### src/rtl/aoloc_pkg.sv
// constants and types shared by the offset loop and output control block
package aoloc_pkg;

	// register byte offsets
	localparam logic [7:0] OFS_CTRL   = 8'h00;
	localparam logic [7:0] OFS_CLAMP  = 8'h04;
	localparam logic [7:0] OFS_LOOP   = 8'h08;
	localparam logic [7:0] OFS_ANALOG = 8'h0c;
	localparam logic [7:0] OFS_STATUS = 8'h10;
	localparam logic [7:0] OFS_DAC    = 8'h14;

	// control register bit positions
	localparam int CTRL_WAIT_BIT   = 0;
	localparam int CTRL_TEST_BIT   = 1;
	localparam int CTRL_GRAY_BIT   = 2;
	localparam int CTRL_LOINV_BIT  = 3;
	localparam int CTRL_TOPINV_BIT = 4;
	localparam int CTRL_PBPOL_BIT = 5;
	localparam logic [5:0] CTRL_RST = 6'h00;

	// clamp code field and its legal range
	localparam int         CLAMP_POS = 0;
	localparam logic [6:0] CLAMP_MIN = 7'h0e;
	localparam logic [6:0] CLAMP_MAX = 7'h4c;
	localparam logic [6:0] CLAMP_RST = 7'h20;

	// loop register fields
	localparam int         NSEL_POS = 0;
	localparam int         HSEL_POS = 2;
	localparam int         GAIN_POS = 8;
	localparam logic [1:0] NSEL_RST = 2'h0;
	localparam logic [1:0] HSEL_RST = 2'h0;
	localparam logic [7:0] GAIN_RST = 8'h00;

	// analog setting register fields
	localparam int         RC_POS    = 0;
	localparam int         BW_POS    = 4;
	localparam int         RPWR_POS  = 6;
	localparam logic [3:0] RC_RST    = 4'h0;
	localparam logic [1:0] BW_RST    = 2'h1;
	localparam logic       RPWR_RST  = 1'b0;

	// status register fields
	localparam int ST_BLACK_POS = 0;
	localparam int ST_FAST_POS  = 16;
	localparam int ST_REL_POS   = 17;
	localparam int ST_PB_POS    = 18;

	// black window positions counted in conversion clocks, and loop figures
	localparam logic [3:0]  OB_FIRST     = 4'h5;
	localparam logic [3:0]  OB_LAST      = 4'hc;
	localparam logic [3:0]  OB_IDLE      = 4'hd;
	localparam int          OB_AVG_SHIFT = 3;
	localparam logic [10:0] ERR_THRESH   = 11'h020;
	localparam logic [3:0]  LEADIN_SHIFT = 4'h2;
	localparam logic [15:0] DAC_RST      = 16'h0000;
	localparam logic [19:0] DAC_MAX      = 20'h07fff;
	localparam logic [19:0] DAC_MIN      = 20'hf8000;

	// bus answers
	localparam logic [1:0] RESP_OKAY   = 2'h0;
	localparam logic [1:0] RESP_SLVERR = 2'h2;

	// offset loop states, gray coded along normal -> fast -> release
	typedef enum logic [1:0] {
		LP_NORMAL  = 2'h0,
		LP_FAST    = 2'h1,
		LP_RELEASE = 2'h3
	} aoloc_loop_t;

endpackage

### src/rtl/aoloc_out_fmt.sv
// output word formatter: code format, inversion, clamp and test substitution
`timescale 1ns/1ps
module aoloc_out_fmt
	import aoloc_pkg::*;
(
	// conversion result
	input  wire logic [9:0] step,
	// format controls
	input  wire logic       test_mode_select,
	input  wire logic       gray_code_select,
	input  wire logic       lower_bits_invert,
	input  wire logic       top_bit_invert,
	input  wire logic       pb_active,
	input  wire logic [6:0] clamp_code,
	// formatted word
	output logic      [9:0] word
);

	logic [9:0] coded;

	always_comb
	begin
		coded = step;
		if (gray_code_select)
		begin
			coded = step ^ {1'b0, step[9:1]};
		end
		coded = coded ^ {top_bit_invert, {9{lower_bits_invert}}};
		// test mode passes raw step, preblank ignored
		if (test_mode_select)
		begin
			word = step;
		end
		else if (pb_active)
		begin
			word = {3'h0, clamp_code};
		end
		else
		begin
			word = coded;
		end
	end

endmodule

### src/rtl/aoloc_top.sv
// offset feedback loop and output control with an axi4-lite register file
`timescale 1ns/1ps
// Overview of operation
// - drive feedback so black settles at target
// - error from black window codes steers dac
// - one reference pulse period is one line
// - gain change enters fast lead-in state
// - lead-in factor selector gives 4/8/16/32
// - stay fast while error above 32
// - release after 1/2/4/8 lines within threshold
// - preblank isolates input, outputs clamp code
// - polarity bit low makes preblank active low
// - standby or disable pin floats outputs
// - disable, preblank pins; others from registers
// - binary output with top/lower inversion
// - gray select outputs reflected gray code
// - preblank overrides inversion, forces clamp code
// - test bit gives test mode, ignores preblank
// - four-bit black sample rc select field
// - black window is clocks five to twelve
// - output word updates on conversion clock rise
module aoloc_top
	import aoloc_pkg::*;
(
	// clock and reset
	input  wire logic        aclk,
	input  wire logic        aresetn,
	// axi4-lite write address
	input  wire logic [7:0]  s_axi_awaddr,
	input  wire logic        s_axi_awvalid,
	output logic             s_axi_awready,
	// axi4-lite write data
	input  wire logic [31:0] s_axi_wdata,
	input  wire logic [3:0]  s_axi_wstrb,
	input  wire logic        s_axi_wvalid,
	output logic             s_axi_wready,
	// axi4-lite write response
	output logic [1:0]       s_axi_bresp,
	output logic             s_axi_bvalid,
	input  wire logic        s_axi_bready,
	// axi4-lite read address
	input  wire logic [7:0]  s_axi_araddr,
	input  wire logic        s_axi_arvalid,
	output logic             s_axi_arready,
	// axi4-lite read data
	output logic [31:0]      s_axi_rdata,
	output logic [1:0]       s_axi_rresp,
	output logic             s_axi_rvalid,
	input  wire logic        s_axi_rready,
	// pulses and pins from the signal processor
	input  wire logic        conversion_clock,
	input  wire logic        black_ref_pulse,
	input  wire logic        preblank_input,
	input  wire logic        output_disable_pin,
	// raw converter step
	input  wire logic [9:0]  conv_step,
	// digital output pins
	output logic [9:0]       conversion_output,
	output logic             conversion_output_oe_n,
	// analog front end controls
	output logic [15:0]      offset_dac_code,
	output logic             sample_isolate,
	output logic             low_power_wait,
	output logic [3:0]       black_sample_rc_select,
	output logic [1:0]       hold_buffer_bw_select,
	output logic             reduced_power_bit,
	output logic [7:0]       late_gain_amp
);

	typedef struct packed {
		logic        awready;
		logic        wready;
		logic        aw_got;
		logic        w_got;
		logic [7:0]  awaddr;
		logic [31:0] wdata;
		logic [3:0]  wstrb;
		logic        bvalid;
		logic [1:0]  bresp;
		logic        arready;
		logic        rvalid;
		logic [31:0] rdata;
		logic [1:0]  rresp;
		logic [5:0]  ctrl;
		logic [6:0]  clamp;
		logic [1:0]  nsel;
		logic [1:0]  hsel;
		logic [7:0]  gain;
		logic [3:0]  rc_sel;
		logic [1:0]  bw_sel;
		logic        rpwr;
		logic        conv_prev;
		logic        ref_prev;
		logic [3:0]  ob_cnt;
		logic [12:0] ob_sum;
		logic [9:0]  black;
		logic [15:0] dac;
		aoloc_loop_t lstate;
		logic [2:0]  rel_cnt;
		logic [9:0]  out_word;
		logic        oe_n;
		logic        isolate;
	} aoloc_state_t;

	aoloc_state_t s_r;
	aoloc_state_t s_nxt;
	logic [9:0]   fmt_word;
	logic         pb_act;

	// byte-lane merge of a write into a register image
	function automatic logic [31:0] wmerge(input logic [31:0] old, input logic [31:0] wd,
		input logic [3:0] st);
		logic [31:0] res;
		res = old;
		for (int i = 0; i < 4; i++)
		begin
			if (st[i])
			begin
				res[i*8 +: 8] = wd[i*8 +: 8];
			end
		end
		return res;
	endfunction

	assign pb_act = s_r.ctrl[CTRL_PBPOL_BIT] ? preblank_input : ~preblank_input;

	aoloc_out_fmt u_fmt (
		.step              (conv_step),
		.test_mode_select  (s_r.ctrl[CTRL_TEST_BIT]),
		.gray_code_select  (s_r.ctrl[CTRL_GRAY_BIT]),
		.lower_bits_invert (s_r.ctrl[CTRL_LOINV_BIT]),
		.top_bit_invert    (s_r.ctrl[CTRL_TOPINV_BIT]),
		.pb_active         (pb_act),
		.clamp_code        (s_r.clamp),
		.word              (fmt_word)
	);

	always_comb
	begin
		logic               conv_rise;
		logic               ref_rise;
		logic               do_wr;
		logic               gain_chg;
		logic [3:0]         cnt_inc;
		logic [9:0]         avg;
		logic signed [10:0] err;
		logic [10:0]        err_abs;
		logic [3:0]         shamt;
		logic signed [19:0] step_sh;
		logic signed [19:0] dac_sum;
		logic [31:0]        cur;
		logic [31:0]        wval;
		logic [31:0]        rval;
		logic [6:0]         cl;
		conv_rise = 1'b0;
		ref_rise  = 1'b0;
		do_wr     = 1'b0;
		gain_chg  = 1'b0;
		cnt_inc   = 4'h0;
		avg       = 10'h000;
		err       = 11'h000;
		err_abs   = 11'h000;
		shamt     = 4'h0;
		step_sh   = 20'h00000;
		dac_sum   = 20'h00000;
		cur       = 32'h00000000;
		wval      = 32'h00000000;
		rval      = 32'h00000000;
		cl        = 7'h00;
		s_nxt     = s_r;

		// write channel capture
		if (s_axi_awvalid && s_r.awready)
		begin
			s_nxt.aw_got = 1'b1;
			s_nxt.awaddr = s_axi_awaddr;
		end
		if (s_axi_wvalid && s_r.wready)
		begin
			s_nxt.w_got = 1'b1;
			s_nxt.wdata = s_axi_wdata;
			s_nxt.wstrb = s_axi_wstrb;
		end
		if (s_r.bvalid && s_axi_bready)
		begin
			s_nxt.bvalid = 1'b0;
		end
		if (s_r.aw_got && s_r.w_got && !s_r.bvalid)
		begin
			do_wr        = 1'b1;
			s_nxt.aw_got = 1'b0;
			s_nxt.w_got  = 1'b0;
			s_nxt.bvalid = 1'b1;
			s_nxt.bresp  = RESP_OKAY;
			case (s_r.awaddr)
				OFS_CTRL:
				begin
					cur = {26'h0, s_r.ctrl};
				end
				OFS_CLAMP:
				begin
					cur = {25'h0, s_r.clamp};
				end
				OFS_LOOP:
				begin
					cur = {16'h0, s_r.gain, 4'h0, s_r.hsel, s_r.nsel};
				end
				OFS_ANALOG:
				begin
					cur = {25'h0, s_r.rpwr, s_r.bw_sel, s_r.rc_sel};
				end
				OFS_STATUS, OFS_DAC:
				begin
					cur = 32'h00000000;
				end
				default:
				begin
					do_wr       = 1'b0;
					s_nxt.bresp = RESP_SLVERR;
				end
			endcase
			wval = wmerge(cur, s_r.wdata, s_r.wstrb);
		end
		if (do_wr)
		begin
			case (s_r.awaddr)
				OFS_CTRL:
				begin
					// standby, test and inversion bits from register
					s_nxt.ctrl = wval[5:0];
				end
				OFS_CLAMP:
				begin
					// clamp code kept inside its range
					cl = wval[CLAMP_POS +: 7];
					if (cl < CLAMP_MIN)
					begin
						cl = CLAMP_MIN;
					end
					else if (cl > CLAMP_MAX)
					begin
						cl = CLAMP_MAX;
					end
					s_nxt.clamp = cl;
				end
				OFS_LOOP:
				begin
					s_nxt.nsel = wval[NSEL_POS +: 2];
					s_nxt.hsel = wval[HSEL_POS +: 2];
					s_nxt.gain = wval[GAIN_POS +: 8];
					gain_chg   = (wval[GAIN_POS +: 8] != s_r.gain);
				end
				OFS_ANALOG:
				begin
					s_nxt.rc_sel = wval[RC_POS +: 4];
					s_nxt.bw_sel = wval[BW_POS +: 2];
					s_nxt.rpwr   = wval[RPWR_POS];
				end
				default:
				begin
					s_nxt.rpwr = s_r.rpwr;
				end
			endcase
		end
		s_nxt.awready = !s_nxt.aw_got && !s_nxt.bvalid;
		s_nxt.wready  = !s_nxt.w_got && !s_nxt.bvalid;

		// read channel
		if (s_r.rvalid && s_axi_rready)
		begin
			s_nxt.rvalid = 1'b0;
		end
		if (s_axi_arvalid && s_r.arready)
		begin
			s_nxt.rvalid = 1'b1;
			s_nxt.rresp  = RESP_OKAY;
			case (s_axi_araddr)
				OFS_CTRL:
				begin
					rval = {26'h0, s_r.ctrl};
				end
				OFS_CLAMP:
				begin
					rval = {25'h0, s_r.clamp};
				end
				OFS_LOOP:
				begin
					rval = {16'h0, s_r.gain, 4'h0, s_r.hsel, s_r.nsel};
				end
				OFS_ANALOG:
				begin
					rval = {25'h0, s_r.rpwr, s_r.bw_sel, s_r.rc_sel};
				end
				OFS_STATUS:
				begin
					rval[ST_BLACK_POS +: 10] = s_r.black;
					rval[ST_FAST_POS]        = (s_r.lstate == LP_FAST);
					rval[ST_REL_POS]         = (s_r.lstate == LP_RELEASE);
					rval[ST_PB_POS]          = pb_act;
				end
				OFS_DAC:
				begin
					rval = {16'h0, s_r.dac};
				end
				default:
				begin
					s_nxt.rresp = RESP_SLVERR;
				end
			endcase
			s_nxt.rdata = rval;
		end
		s_nxt.arready = !s_nxt.rvalid;

		// edge detection of the synchronous pulse inputs
		s_nxt.conv_prev = conversion_clock;
		s_nxt.ref_prev  = black_ref_pulse;
		conv_rise       = conversion_clock && !s_r.conv_prev;
		ref_rise        = black_ref_pulse && !s_r.ref_prev;

		if (ref_rise)
		begin
			s_nxt.ob_cnt = 4'h0;
			s_nxt.ob_sum = 13'h0000;
		end
		else if (conv_rise && s_r.ob_cnt != OB_IDLE)
		begin
			cnt_inc      = s_r.ob_cnt + 4'h1;
			s_nxt.ob_cnt = cnt_inc;
			if (cnt_inc >= OB_FIRST)
			begin
				s_nxt.ob_sum = s_r.ob_sum + {3'h0, conv_step};
			end
			// one loop update per reference pulse
			if (cnt_inc == OB_LAST)
			begin
				avg         = s_nxt.ob_sum[OB_AVG_SHIFT +: 10];
				s_nxt.black = avg;
				// signed and absolute error against target
				err         = $signed({1'b0, avg}) - $signed({4'h0, s_r.clamp});
				err_abs     = err[10] ? 11'(-err) : err;
				shamt       = (s_r.lstate == LP_NORMAL) ? 4'h0 :
					LEADIN_SHIFT + {2'h0, s_r.nsel};
				step_sh     = 20'(err) <<< shamt;
				dac_sum     = $signed({{4{s_r.dac[15]}}, s_r.dac}) - step_sh;
				if (dac_sum > $signed(DAC_MAX))
				begin
					dac_sum = $signed(DAC_MAX);
				end
				else if (dac_sum < $signed(DAC_MIN))
				begin
					dac_sum = $signed(DAC_MIN);
				end
				s_nxt.dac = dac_sum[15:0];
				case (s_r.lstate)
					LP_FAST:
					begin
						if (err_abs <= ERR_THRESH)
						begin
							s_nxt.lstate  = LP_RELEASE;
							s_nxt.rel_cnt = 3'h0;
						end
					end
					LP_RELEASE:
					begin
						// release after the selected line count
						if (err_abs > ERR_THRESH)
						begin
							s_nxt.lstate = LP_FAST;
						end
						else if ({1'b0, s_r.rel_cnt} + 4'h1 == (4'h1 << s_r.hsel))
						begin
							s_nxt.lstate = LP_NORMAL;
						end
						else
						begin
							s_nxt.rel_cnt = s_r.rel_cnt + 3'h1;
						end
					end
					default:
					begin
						s_nxt.lstate = LP_NORMAL;
					end
				endcase
			end
		end
		if (gain_chg)
		begin
			s_nxt.lstate  = LP_FAST;
			s_nxt.rel_cnt = 3'h0;
		end

		// output word on conversion clock rise
		if (conv_rise)
		begin
			s_nxt.out_word = fmt_word;
		end
		// standby or disable pin floats outputs
		s_nxt.oe_n    = s_r.ctrl[CTRL_WAIT_BIT] || output_disable_pin;
		s_nxt.isolate = pb_act && !s_r.ctrl[CTRL_TEST_BIT];
	end

	always_ff @(posedge aclk)
	begin
		if (!aresetn)
		begin
			s_r           <= '0;
			s_r.ctrl      <= CTRL_RST;
			s_r.clamp     <= CLAMP_RST;
			s_r.nsel      <= NSEL_RST;
			s_r.hsel      <= HSEL_RST;
			s_r.gain      <= GAIN_RST;
			s_r.rc_sel    <= RC_RST;
			s_r.bw_sel    <= BW_RST;
			s_r.rpwr      <= RPWR_RST;
			s_r.ob_cnt    <= OB_IDLE;
			s_r.dac       <= DAC_RST;
			s_r.lstate    <= LP_NORMAL;
			s_r.oe_n      <= 1'b1;
		end
		else
		begin
			s_r <= s_nxt;
		end
	end

	assign s_axi_awready          = s_r.awready;
	assign s_axi_wready           = s_r.wready;
	assign s_axi_bresp            = s_r.bresp;
	assign s_axi_bvalid           = s_r.bvalid;
	assign s_axi_arready          = s_r.arready;
	assign s_axi_rdata            = s_r.rdata;
	assign s_axi_rresp            = s_r.rresp;
	assign s_axi_rvalid           = s_r.rvalid;
	assign conversion_output      = s_r.out_word;
	assign conversion_output_oe_n = s_r.oe_n;
	assign offset_dac_code        = s_r.dac;
	assign sample_isolate         = s_r.isolate;
	assign low_power_wait         = s_r.ctrl[CTRL_WAIT_BIT];
	assign black_sample_rc_select = s_r.rc_sel;
	assign hold_buffer_bw_select  = s_r.bw_sel;
	assign reduced_power_bit      = s_r.rpwr;
	assign late_gain_amp          = s_r.gain;

endmodule

### config.mk
export PLATFORM = sky130hd
export DESIGN_NAME = aoloc_top
export DESIGN_NICKNAME = d
export VERILOG_FILES = /design/src/rtl/aoloc_pkg.sv /design/src/rtl/aoloc_out_fmt.sv /design/src/rtl/aoloc_top.sv
export SDC_FILE = /design/constraint.sdc
export NUM_CORES = 1
export LEC_CHECK = 0
export BUFFER_PORTS_ARGS = -buffer_cell sky130_fd_sc_hd__buf_2
export CORE_MARGIN = 2
export CORE_UTILIZATION = 40
export CTS_CLUSTER_SIZE = 28
export DETAILED_ROUTE_END_ITERATION = 10
export PLACE_DENSITY_LB_ADDON = 0.08
export RECOVER_POWER = 25
export REMOVE_ABC_BUFFERS = 1
export SLEW_MARGIN = 10
export SYNTH_ARGS = -nofsm -noshare
export SYNTH_HDL_FRONTEND = slang
export SYNTH_SLANG_ARGS = --single-unit
### constraint.sdc
create_clock -name aclk -period 15.1 [get_ports aclk]
set_input_delay 1.51 -clock aclk [delete_from_list [all_inputs] [get_ports aclk]]
set_output_delay 1.51 -clock aclk [all_outputs]
set_load 0.05 [all_outputs]
### Yosys cells after proc, flatten, opt, wreduce, memory -nomap -nowiden

Cells that the tools add are included.

* memories: 0
* ROM bits: 0
* output and inout bits: 85
* word-level logic and storage cells: 168
* memory bits (writable): 0
* bits in latches: 0
* input port bits: 73
* register bits after elaboration: 168

* equal/unequal tests: 24
* multiplexer cells: 45
* magnitude comparators: 7
* shift operators: 2
* bitwise gates (word level): 5
* div/mod/pow operators: 0
* $add $sub $neg: 8
* multiply operators: 0
* reductions and logical operators: 42

Operators with widths (number)
* $pmux W16 S4: 1
* $pmux W10 S6: 1
* $mux W16: 3
* $mux W48: 1
* $mux W13: 3
* $mux W35: 1
* $eq A8 B4 Y1 const B: 4
* $eq A8 B5 Y1 const B: 4
* $mux W31: 1
* $mux W10: 3
* $gt A20 B16 Y1 const B: 1
* $lt A20 B16 Y1 const B: 1
* $sshl A11 B3 Y20: 1
* $sub A16 B20 Y20: 1
* $mux W17: 1
* $eq A8 B3 Y1 const B: 2
* $logic_not A8 Y1: 2
* $mux W8: 2
* $mux W3: 5
* $mux W7: 2
* $add A13 B10 Y13: 1
* $logic_and A1 B1 Y1: 13
* $pmux W6 S2: 1
* $reduce_or A6 Y1: 2
* 42 further kinds: 76

### Logic depth before layout (Yosys ltp)

* depth after elaboration: 15
* depth in mapped cells: 33

### Modules after synthesis

A second synthesis with hierarchy kept.

* cells, all modules: 1267
* area total of the unflattened synthesis: 10174.8 sq um

By module, submodules not included
* aoloc_top: area an instance 9734.3 sq um, seq. area each 2942.8 sq um, instances 1, cells an instance 1208
* aoloc_out_fmt: area an instance 440.4 sq um, seq. area each 0.0 sq um, instances 1, cells an instance 59

### Worst setup path before layout

No wires, ideal clock.

* kind: input-to-reg
* from: input port conv_step[0]
* to: register s_r (netlist bit offset_dac_code[5])
* path slack: 8.057 ns
* buffers on the path: 1
* required time: 14.966 ns
* stages: 33
* library setup time: 0.134 ns
* arrival time: 6.909 ns
* cells stage by stage: ha_1 inv_1 fa_1 and2b_1 o2111ai_1 nand2_1 nand2_1 nand2_1 a21oi_1 xnor2_1 mux2_2 ha_1 o21ai_0 a21oi_1 o21ai_1 a211oi_1 nor2_1 mux2_2 o21ai_0 nand2_1 o21ai_0 ha_1 a21oi_1 o21ai_0 o21a_1 o21ai_0 a31oi_1 nor4_1 o2111ai_1 and2_1 nand3b_1 buf_2 o211ai_1

* longest elaborated chain between the ends: 10
* elaborated cells on any way between the ends: 11
* those cells by class: 3 x add/sub; 2 x order compare; 1 x shift; 5 x mux

Ends and longest elaborated chain
* start: declaration: RTL line aoloc_top.sv:56 `input wire logic [9:0] conv_step,`
* $add A13 B10 Y13 (*): RTL line aoloc_top.sv:331 `s_nxt.ob_sum = s_r.ob_sum + {3'h0, conv_step};`
* $mux W13 (*): RTL line aoloc_top.sv:329 `if (cnt_inc >= OB_FIRST)`
* $mux W13 (*): RTL line aoloc_top.sv:325 `else if (conv_rise && s_r.ob_cnt != OB_IDLE)`
* $mux W13 (*): RTL line aoloc_top.sv:320 `if (ref_rise)`
* $sub A10 B7 Y11 (*): RTL line aoloc_top.sv:339 `err = $signed({1'b0, avg}) - $signed({4'h0, s_r.clamp});`
* $sshl A11 B3 Y20 (*): RTL line aoloc_top.sv:343 `step_sh = 20'(err) <<< shamt;`
* $sub A16 B20 Y20 (*): RTL line aoloc_top.sv:344 `dac_sum = $signed({{4{s_r.dac[15]}}, s_r.dac}) - step_sh;`
* $lt A20 B16 Y1: RTL line aoloc_top.sv:349 `else if (dac_sum < $signed(DAC_MIN))`
* $mux W16: RTL line aoloc_top.sv:349
* $mux W16 (*): RTL line aoloc_top.sv:345 `if (dac_sum > $signed(DAC_MAX))`
* end signal: assignment: RTL line aoloc_top.sv:422 `s_r <= s_nxt;`
* end: declaration: RTL line aoloc_top.sv:105 `aoloc_state_t s_r;`

Mark *: on every way between the ends. The rest lies on a longest branch, timed or not. The select of a mux whose other input is x is not followed.
A chain may end at the register's enable or synchronous reset.

### Worst setup path after layout

* from: input port conv_step[0]
* to: register s_r (netlist bit offset_dac_code[4])

Same word-level chain as after synthesis.

==> run metrics <==
Overflow after GRT 0; Setup Viol. Count Final 0; pwr dens about 100 mW/mm2; area of the multi-input gates 0.00612 mm2; Synth Instances roughly 1300; routed len/inst around 17 um; Final Cycle Share between 50% and 60%; H-tree levels 4; post-synth top area cell dfxtp_1; post-synthesis sequential area ratio roughly 29%; Sw Pwr between 300 and 400 uW; first-pass GRT wire length roughly 46 mm; fin worst setup slack 6970 ps; post-synth cell types 80; Hold Slack ~450 ps; Mapped Area about 0.01 mm2; Die ar. between 0.02 and 0.03 mm2; total power 1.13 mW; IO Count around 160; LEAKAGE approximately 4.2 nW; Final ANT Viol Nets 0; combinational share of power roughly a quarter; CORE AREA 0.0245 mm2; Rows 57; Post-Route Skew 13.7 ps; CTS Hold Bufs 0; routed via count approximately 9000; switching share of power a little over a third; CTS buffer count 17; DRC viols 0; end-of-flow core utilization 44.2%; Max Cap Viol 1; crit-path leading delay family simple AND/OR/NAND/NOR gates; Post-Route WL approximately 29 mm; worst-path cell with the longest stage delay or4_4; starting DRC count in detailed routing about 530; Final Hold Viols 0; Avg Synthesized Cell Area 7.52 um2; internal cell power ~740 uW; TritonCTS Sinks about 150; CP Capture Type flip-flop; Clock Path Buffers 2; Slew Limit Fails 26; commonest non-fill, non-tap cells in the layout nand2_1, dfxtp_1, nor2_1; GRT Total Usage 22.1%; #FFs+latches synth between 100 and 150; Die Y 162 um; failing checks max-capacitance violations, max-slew violations; startpoint types input pin; highest clock rate 123 MHz; Largest stage delay, worst path 570 ps; setup_tns 0 ps; Async SR Flop Fraction 0%; status complete, but fails checks; router iterations before antenna repair 5; final cell count without fillers between 1500 and 2000; Crit path required time 15440 ps; CTS tree yes; maximum vdd drop 0.0000607 V; I/O Buffers approximately 120; Placed Instances approximately 1700; commonest non-fill, non-tap cell in the layout nand2_1; CP Max Fanout 13; Die W roughly 160 um; synth warn 0; minimum clock period 8130 ps; FILL cells about 2600; unrepaired setup endpoints after global routing false; Relative slew margins -5.49%; hold crit path type flip-flop to flip-flop; Area Overhead vs Synth 8.25%; initial antenna violation count 0; sequential share of power between 30% and 40%; vias per inst 5.33; share of the synthesized area in the top cell type between 20 and 30%; share of layout cells above drive strength 1 between 10% and 20%; clk root buf clkbuf_16; clock share of power a little under two fifths; Resized Gates After CTS 0; crit path kind input pin to flip-flop; Post-CTS Setup Bufs 0; starting density of the core about two fifths; pin count of the biggest net entering global routing 66; Final Cell Area around 0.011 mm2; Synth Flop Type dfxtp_1; Worst EP arrival 8470 ps; Worst-Margin Slew approximately 1600 ps; DP Wirelength around 21 mm; area of placed instances between 0.01 and 0.015 mm2; Clock Latency Late Sink roughly 430 ps; number of synthesized flops with an enable pin 0; gpl congestion about 0.86; WP buf/inv 3; register area a little under 0.003 mm2; Synth area leaders dfxtp_1, nand2_1, a21oi_1, buf_4, ha_1; fin nets 1467; vias in the first global route around 8400; Post-Place Setup Slack between 6000 and 7000 ps; clock-pin slew on the worst setup and hold paths approximately 70 ps
==> worst min-delay path: stages, from the launching register on <==
cell	delay, ps
dfxtp_1	310
nand2_1	50
a21oi_1	50
==> power by group through the flow <==
| stage | registers (mW) | clock network, mW | logic (mW) |
|---|---|---|---|
| finish | 0.410 | 0.426 | 0.296 |
| global route | 0.412 | 0.449 | 0.333 |
| CTS | 0.410 | 0.436 | 0.298 |
| detailed placement | 0.419 | 0 | 0.296 |
| global placement | 0.418 | 0 | 0.295 |
| floorplan | 0.431 | 0 | 0.207 |
==> Yosys cell counts, drive strengths merged, types with 4 or more instances <==
| cell | count |
|---|---|
| o21ai | 77 |
| clkbuf | 57 |
| a21oi | 133 |
| a211oi | 21 |
| nand2b | 19 |
| or3 | 7 |
| a32oi | 7 |
| o22ai | 4 |
| o31ai | 6 |
| xnor2 | 38 |
| dfxtp | 147 |
| nor3 | 35 |
| nand3 | 43 |
| and2 | 14 |
| or2 | 4 |
| inv | 39 |
| mux4 | 4 |
| nand2 | 203 |
| buf | 88 |
| and3 | 12 |
| ha | 42 |
| mux2i | 24 |
| nand4 | 6 |
| nor2b | 13 |
| xor2 | 15 |
| mux2 | 8 |
| o21a | 9 |
| a31oi | 9 |
| o2111ai | 6 |
| a311oi | 6 |
| nor4 | 4 |
| o211ai | 25 |
| a22oi | 11 |
| nor3b | 7 |
| nor2 | 134 |
| a211o | 4 |
| a21o | 7 |
==> routing by layer <==
metal | part of all wire (%) | global-route usage (%)
met1 | 50 | 31.1
met2 | 46 | 35.9
met3 | 2.9 | 2.81
met4 | 0.99 | 5.19
met5 | 0 | 0
==> logic make-up after synthesis <==
| group | Yosys count | synth area share, % |
|---|---|---|
| AOI/OAI and AO/OA | 348 | 22.2 |
| xor gates and xnor gates | 53 | 4.72 |
| adders and majority gates | 45 | 5.86 |
| buffers and inverters | 184 | 9.94 |
| DFF | 147 | 29.4 |
| muxes | 36 | 4.21 |
| other | 1 | 0.0375 |
| and+or+nand+nor | 516 | 23.6 |
==> flip-flops by register name, summed over array words and instances, names as in the netlist, 2 cells and up <==
register / count
late_gain_amp: 8
conversion_output: 10
s_axi_rdata: 19
s_r: 77
offset_dac_code: 16
hold_buffer_bw_select: 2
black_sample_rc_select: 4
==> path summary, 6_finish.rpt <==
check	endpoint	slack, ps	depth (start not counted)	startpoint
setup reg to reg	offset_dac_code[4]$_SDFFE_PN0P_	7760	27	s_r[56]$_SDFFE_PN1P_
hold reg to reg	conversion_output[2]$_SDFFE_PN0P_	450	2	conversion_output[2]$_SDFFE_PN0P_
hold / removal	conversion_output[2]$_SDFFE_PN0P_	450	2	conversion_output[2]$_SDFFE_PN0P_
setup / recovery	offset_dac_code[4]$_SDFFE_PN0P_	6970	33	conv_step[0]
==> cell type report <==
| class | count | share of cell area [%] |
|---|---|---|
| flip-flops and latches | 147 | 27.2 |
| clock buffers | 18 | 3.97 |
| multi-input cells | 1013 | 56.5 |
| inverters | 39 | 1.35 |
| well taps | 324 | 3.75 |
| repair buffers | 131 | 5.84 |
| clock inverters | 14 | 1.34 |
| diodes | 1 | 0.0231 |
No activity file was read; power rests on OpenSTA's default activity.
